<file path="src/hw/vfd_pkg.sv">
// Purpose: Shared constants and carriers for the serial display driver
// Assumes: One system clock; all pins sampled through synchronisers
// Notes:   Widths are fixed by the device architecture
package vfd_pkg;

   localparam int          STAGES     = 34;   // Shift register length
   localparam int          DRIVERS    = 33;   // Latch and driver count
   localparam int          HI_CUR     = 8;    // High-current drivers
   localparam int          LO_CUR     = 25;   // Low-current drivers
   localparam int          SYNC_DEPTH = 2;    // Flip-flops per synchroniser
   localparam logic [33:0] SHIFT_RST  = 34'h0;
   localparam logic [32:0] LATCH_RST  = 33'h0;
   localparam logic        PIN_RST    = 1'b0;
   localparam logic        BLANK_RST  = 1'b1; // Pull-up level

   // Host-side pins after synchronisation
   typedef struct packed {
      logic data;
      logic clk;
      logic load;
      logic blank_n;
   } host_pins_t;

   // Driver output split by drive class
   typedef struct packed {
      logic [HI_CUR-1:0] hi;
      logic [LO_CUR-1:0] lo;
   } drive_t;

endpackage : vfd_pkg

</file>
<file path="src/hw/pin_sync.sv">
// Purpose: Two flip-flop synchroniser for one asynchronous pin
// Assumes: Destination clock is clk_sys
// Notes:   First stage is read only by the second stage
`timescale 1ns/100ps
`default_nettype none
module pin_sync
   import vfd_pkg::*;
#(
   parameter logic RST_VAL = 1'b0
)
(
   input  wire logic clk_sys,
   input  wire logic rst,
   input  wire logic pin,
   output logic      level
);

   logic meta_q;

   // Two stages to settle metastability
   always_ff @(posedge clk_sys)
   begin
      if (rst)
      begin
         meta_q <= RST_VAL;
         level  <= RST_VAL;
      end
      else
      begin
         meta_q <= pin;
         level  <= meta_q;
      end
   end

endmodule : pin_sync
`default_nettype wire

</file>
<file path="src/hw/vfd_driver.sv">
// Purpose: Serial-in vacuum fluorescent display driver, shift and latch
// Assumes: Host pins are asynchronous and sampled at 200 MHz
// Notes:   Pin edges are found in the clk_sys domain after synchronising
//
// Summary of operation
// - The shift register holds 34 stages, stage 33 at input, 00 at output.
// - Each shift clock rise without a coincident load rise captures data into stage 33 and shifts down.
// - A load enable rise copies stages 33 to 01 into the 33-bit latch.
// - Stage 00 does not feed the latch but drives the serial data out pin.
// - The same load enable rise clears every shift stage to zero.
// - A latch one turns its driver on, a latch zero turns it off.
// - Blank low forces all drivers low, blank high lets them follow latch.
// - There are 33 driver outputs, eight high-current and 25 low-current.
// - An undriven blank input reads high as if pulled up.
`timescale 1ns/100ps
`default_nettype none
module vfd_driver
   import vfd_pkg::*;
(
   input  wire logic clk_sys,
   input  wire logic rst,
   input  wire logic data_in,
   input  wire logic shift_clk,
   input  wire logic load_en,
   input  wire logic blank_n,
   input  wire logic blank_oe,
   output logic      data_out,
   output drive_t    drive
);

   host_pins_t       pins;
   logic             blank_pin;
   logic             clk_prev_q;
   logic             load_prev_q;
   logic             shift_rise;
   logic             load_rise;
   logic [33:0]      shift_q;
   logic [32:0]      latch_q;
   logic [32:0]      drive_d;

   // Undriven blank reads high through the pull-up
   assign blank_pin = blank_oe ? blank_n : BLANK_RST;

   // One synchroniser per host pin
   pin_sync #(.RST_VAL(PIN_RST)) u_sync_data
   (
      .clk_sys (clk_sys),
      .rst     (rst),
      .pin     (data_in),
      .level   (pins.data)
   );
   pin_sync #(.RST_VAL(PIN_RST)) u_sync_clk
   (
      .clk_sys (clk_sys),
      .rst     (rst),
      .pin     (shift_clk),
      .level   (pins.clk)
   );
   pin_sync #(.RST_VAL(PIN_RST)) u_sync_load
   (
      .clk_sys (clk_sys),
      .rst     (rst),
      .pin     (load_en),
      .level   (pins.load)
   );
   pin_sync #(.RST_VAL(BLANK_RST)) u_sync_blank
   (
      .clk_sys (clk_sys),
      .rst     (rst),
      .pin     (blank_pin),
      .level   (pins.blank_n)
   );

   // Edge history of the synchronised strobes
   always_ff @(posedge clk_sys)
   begin
      if (rst)
      begin
         clk_prev_q  <= PIN_RST;
         load_prev_q <= PIN_RST;
      end
      else
      begin
         clk_prev_q  <= pins.clk;
         load_prev_q <= pins.load;
      end
   end

   assign shift_rise = pins.clk & ~clk_prev_q;
   assign load_rise  = pins.load & ~load_prev_q;

   // Shift chain; a load clears it and wins over a coincident shift
   // because the captured bit would be lost in the cleared register
   always_ff @(posedge clk_sys)
   begin
      if (rst)
         shift_q <= SHIFT_RST;
      else if (load_rise)
         shift_q <= SHIFT_RST;
      else if (shift_rise)
         shift_q <= {pins.data, shift_q[STAGES-1:1]};
   end

   // Latch only moves on a load rise
   always_ff @(posedge clk_sys)
   begin
      if (rst)
         latch_q <= LATCH_RST;
      else if (load_rise)
         latch_q <= shift_q[STAGES-1:1];
   end

   // Stage 00 goes out for cascading or self-loading
   always_ff @(posedge clk_sys)
   begin
      if (rst)
         data_out <= PIN_RST;
      else
         data_out <= shift_q[0];
   end

   // Per-driver gating by blank
   genvar g;
   generate
      for (g = 0; g < DRIVERS; g++)
      begin : g_drv
         assign drive_d[g] = latch_q[g] & pins.blank_n;
      end
   endgenerate

   // Registered outputs, high-current drivers on the top bits
   always_ff @(posedge clk_sys)
   begin
      if (rst)
         drive <= LATCH_RST;
      else
         drive <= drive_d;
   end
endmodule : vfd_driver
`default_nettype wire

</file>
<file path="config.mk">
export PLATFORM = sky130hd
export DESIGN_NAME = vfd_driver
export DESIGN_NICKNAME = d
export VERILOG_FILES = /design/src/hw/vfd_pkg.sv /design/src/hw/pin_sync.sv /design/src/hw/vfd_driver.sv
export SDC_FILE = /design/constraint.sdc
export NUM_CORES = 1
export LEC_CHECK = 0
export ABC_AREA = 1
export BUFFER_PORTS_ARGS = -buffer_cell sky130_fd_sc_hd__clkbuf_2
export CAP_MARGIN = 30
export CORE_MARGIN = 10
export CORE_UTILIZATION = 35
export DETAILED_ROUTE_END_ITERATION = 16
export PLACE_DENSITY = 0.5
export SYNTH_ARGS = -nofsm -noshare
export SYNTH_HDL_FRONTEND = slang
export SYNTH_HIERARCHICAL = 1
export SYNTH_SLANG_ARGS = --single-unit
</file>
<file path="constraint.sdc">
create_clock -name clk_sys -period 1.04 [get_ports clk_sys]
set_input_delay 0.052 -clock clk_sys [delete_from_list [all_inputs] [get_ports clk_sys]]
set_output_delay 0.052 -clock clk_sys [all_outputs]
set_load 0.01 [all_outputs]
</file>
==> results.txt <==
----------------------------------------------------
[Layout]
  FF/Latch Area ... 2227 sq um
  Number of fill cells ... 1121
  Final Cell Area ... 4767 sq um
  Fraction of final layout cells sized beyond drive strength 1 ... 17.66%
  Area of the multi-input gates ... 1460 sq um
  Inserted Diodes ... 0
  Registers with the most flip-flops ... shift_q: 34 flops, drive: 33 flops, latch_q: 33 flops
  Register containing the most flip-flops in the final layout ... shift_q
  Number of nets in the layout ... 524
  Synth-to-layout area growth ... 19.66%
  Flip-flop count of the largest register after layout ... 34

[Placement]
  Total placed instance area ... roughly 4300 sq um
  Gpl congestion ... 0.7728
  Detailed placer's ending HPWL ... 5030 microns
  Buffers on Ports ... 40

[Worst setup path]
  Number of cells on the worst reg-to-reg path ... 6
  Critical-path maximum fanout ... 9
  End of the worst register-to-register path ... latch_q[26]
  R2r setup slk ... a little over 0.08 ns
  Required time at the worst-slack endpoint ... ~1.3 ns
  Element type at the critical path start ... flip-flop
  Setup Crit Path Kind ... flip-flop to flip-flop
  Crit path DAT ... ~1.2 ns
  Crit. End Element ... flip-flop
  R2r startpoint ... load_prev_q

[Clock tree]
  Clock sink count ... 111
  Clock tree from TritonCTS ... built
  Post-CTS setup-driven buffer insertion count ... 0
  Worst-skew pair later-pin latency ... approximately 0.35 ns
  Number of buffers added by the clock tree synthesis step ... 9
  Level count of the clock H-tree ... 3
  Root cell of the clock tree ... sky130_fd_sc_hd__clkbuf_16
  Register clock-pin slew on the reported worst setup and hold paths ... ~0.070 ns
  Clock tree buffer depth ... 2

[Timing]
  Fin crit share ... 92.07%
  Post-route setup TNS ... 0 ns
  Highest clock rate ... between 1000 and 1500 MHz
  Setup repair after global routing missed its margin ... false
  Final number of hold-violating endpoints ... 0
  Final Max Tran Viols ... 0
  Final Critical Period ... 0.9575 ns
  Final worst clock skew ... 0.007823 ns
  Total of endpoints with negative setup slack in the final report ... 0
  Slew headroom ... between 80 and 90%
  Slew of the pin with the lowest slew margin ... about 0.23 ns

[Global routing]
  Number of antenna violations at the first check in global routing ... 0
  Overall global routing resource usage ... about a tenth
  Overflow left after global routing ... 0
  First-pass GRT wire length ... 13520 microns
  Largest net degree at the start of global routing ... 35
  Via count of the first global-routing pass ... 2944

[Drt]
  Routed wire per std cell ... 11.80 microns
  # DRC ... 0
  Initial drt markers ... 146
  Count of vias placed by the detailed router ... between 2000 and 3000
  Vias per std cell ... 4.525
  Antenna Violating Nets Remaining ... 0
  Final routed wirelength across all metal layers ... 7803 microns
  Length of the first detailed-routing pass in iterations ... 4

[Synthesis]
  Most used standard cells in the synthesized netlist ... 111 x sky130_fd_sc_hd__dfxtp_1, 108 x sky130_fd_sc_hd__nor2_1, 103 x sky130_fd_sc_hd__nand2_1
  Share of Yosys cell area claimed by the top area cell type ... 55.78%
  Area of the mapped netlist ... 3984 sq um
  Biggest area contributors in the synthesized netlist ... sky130_fd_sc_hd__dfxtp_1 56%, sky130_fd_sc_hd__nor2_1 10%, sky130_fd_sc_hd__nand2_1 9.7%
  Share of synthesized area occupied by flip-flops and latches ... 55.78%
  Ys flop type ... sky130_fd_sc_hd__dfxtp_1
  Average instance area after synthesis ... 8.352 sq um
  Syn_nets ... around 480
  Largest area contributor in the netlist ... sky130_fd_sc_hd__dfxtp_1
  Number of instances in the synthesized netlist ... 477
  Number of distinct library cell variants in the gate-level netlist after synthesis ... 14
  Most frequent cell after synthesis ... sky130_fd_sc_hd__dfxtp_1
  Proportion of synthesized flip-flops having asynchronous set or reset ... 0%
  Number of storage elements in the synthesis netlist ... 111
  Number of enable-type register cells in the synthesized netlist ... 0
  Yosys warns ... 6

[Power and ir drop]
  P_leak ... 1.903 nW
  Overall power consumption ... approximately 8.8 mW
  Power Dens Cells ... around 1800 nW/um^2
  Largest vdd supply drop ... 0.6681 mV

[Outcome]
  Result of the run ... finished, final reports clean

[Floorplanning]
  Die ar. ... 16050 sq um
  Die Span Y ... ~130 microns
  Core area ... between 10000 and 15000 sq um
  Width of the chip ... 126.7 microns
  Number of top-level pins ... around 40
  Cell Rows ... 38
  Initial core utilization ... 36.27%

[Hold path]
  End point of the worst hold path ... latch_q[26]
  Startpoint of the most critical hold path ... rst
  Worst hold path depth ... 4
  Tightest Hold Check Type ... input pin to flip-flop

[Flow run]
  Max_cap viols ... 0

----------------------------------------------------
[per-stage QoR]
stage	hold WS (ns)	instances	utilization, %	setup WS (ns)
2_1_floorplan	0.1232	477	-	0.1490
3_3_place_gp	0.2459	640	39.45	0.02466
3_5_place_dp	0.2501	640	39.45	0.01485
4_1_cts	0.1001	660	42.97	0.003690
5_1_grt	0.1353	661	43.40	0.008813
6_report	0.1037	661	43.40	0.08247
[layout by cell type (no fill, tap or decap), drive strengths merged]
master / instances
a21oi: 34
bufinv: 3
dfxtp: 111
nand3b: 33
clkbuf: 50
nor2: 108
clkinvlp: 2
buf: 17
nand2: 106
nand3: 34
dlygate4sd3: 5
clkinv: 1
inv: 17
[worst max-delay path by stage]
stage                                  from           to  slack, ns  cells past startpoint
after floorplan           u_sync_load/level   latch_q[0]       0.15                      6
after global placement    u_sync_load/level  latch_q[28]       0.02                      5
after detailed placement  u_sync_load/level   latch_q[9]       0.01                      5
after CTS                  u_sync_clk/level   shift_q[9]      0.004                      3
after global routing       u_sync_clk/level  shift_q[25]      0.009                      3
final                           load_prev_q  latch_q[26]       0.08                      6
[cells by family (layout without fill, tap and decap cells)]
kind of cell           Yosys count  count (layout)  synth area share (%)
flip-flops                     111             111                 55.78
buffers and inverters           51              95                 7.789
AO/OA/AOI/OAI                   34              34                 5.214
AND/OR/NAND/NOR                281             281                 31.22
[power breakdown]
part / total, mW / leakage [nW] / switching (mW) / internal, mW
combinational: 0.529 / 0.843 / 0.316 / 0.213
sequential: 4.41 / 0.902 / 0.0463 / 4.36
clock: 3.85 / 0.158 / 1.51 / 2.34
[layer usage]
metal,wire (microns),GRT usage [%]
met5,0,0
met4,155,5.023
met3,278,2.541
met2,3647,16.10
met1,3721,11.75
[critical path, cell delays in order (launching register included)]
cell                        delay, ns
sky130_fd_sc_hd__dfxtp_1         0.31
sky130_fd_sc_hd__inv_2           0.09
sky130_fd_sc_hd__nand2_4         0.08
sky130_fd_sc_hd__inv_6           0.12
sky130_fd_sc_hd__clkbuf_16       0.17
sky130_fd_sc_hd__nor2_1          0.04
sky130_fd_sc_hd__nor2_1          0.08
[layout make-up]
type / instances / share of cell area (%)
multi-input cells: 315 / 30.63
well taps: 140 / 3.675
inverters: 17 / 1.496
clock inverters: 6 / 2.310
repair buffers: 63 / 10.45
flip-flops and latches: 111 / 46.72
clock buffers: 9 / 4.724
[repair_timing]
action	4_1_cts	5_1_grt
endpoints found under the hold margin	4	0
resized for setup	1	6
pin swaps	0	0
cloned	0	1
hold buffers	5	0
setup endpoints to repair	2	37
Power figures use the tool's default switching activity.
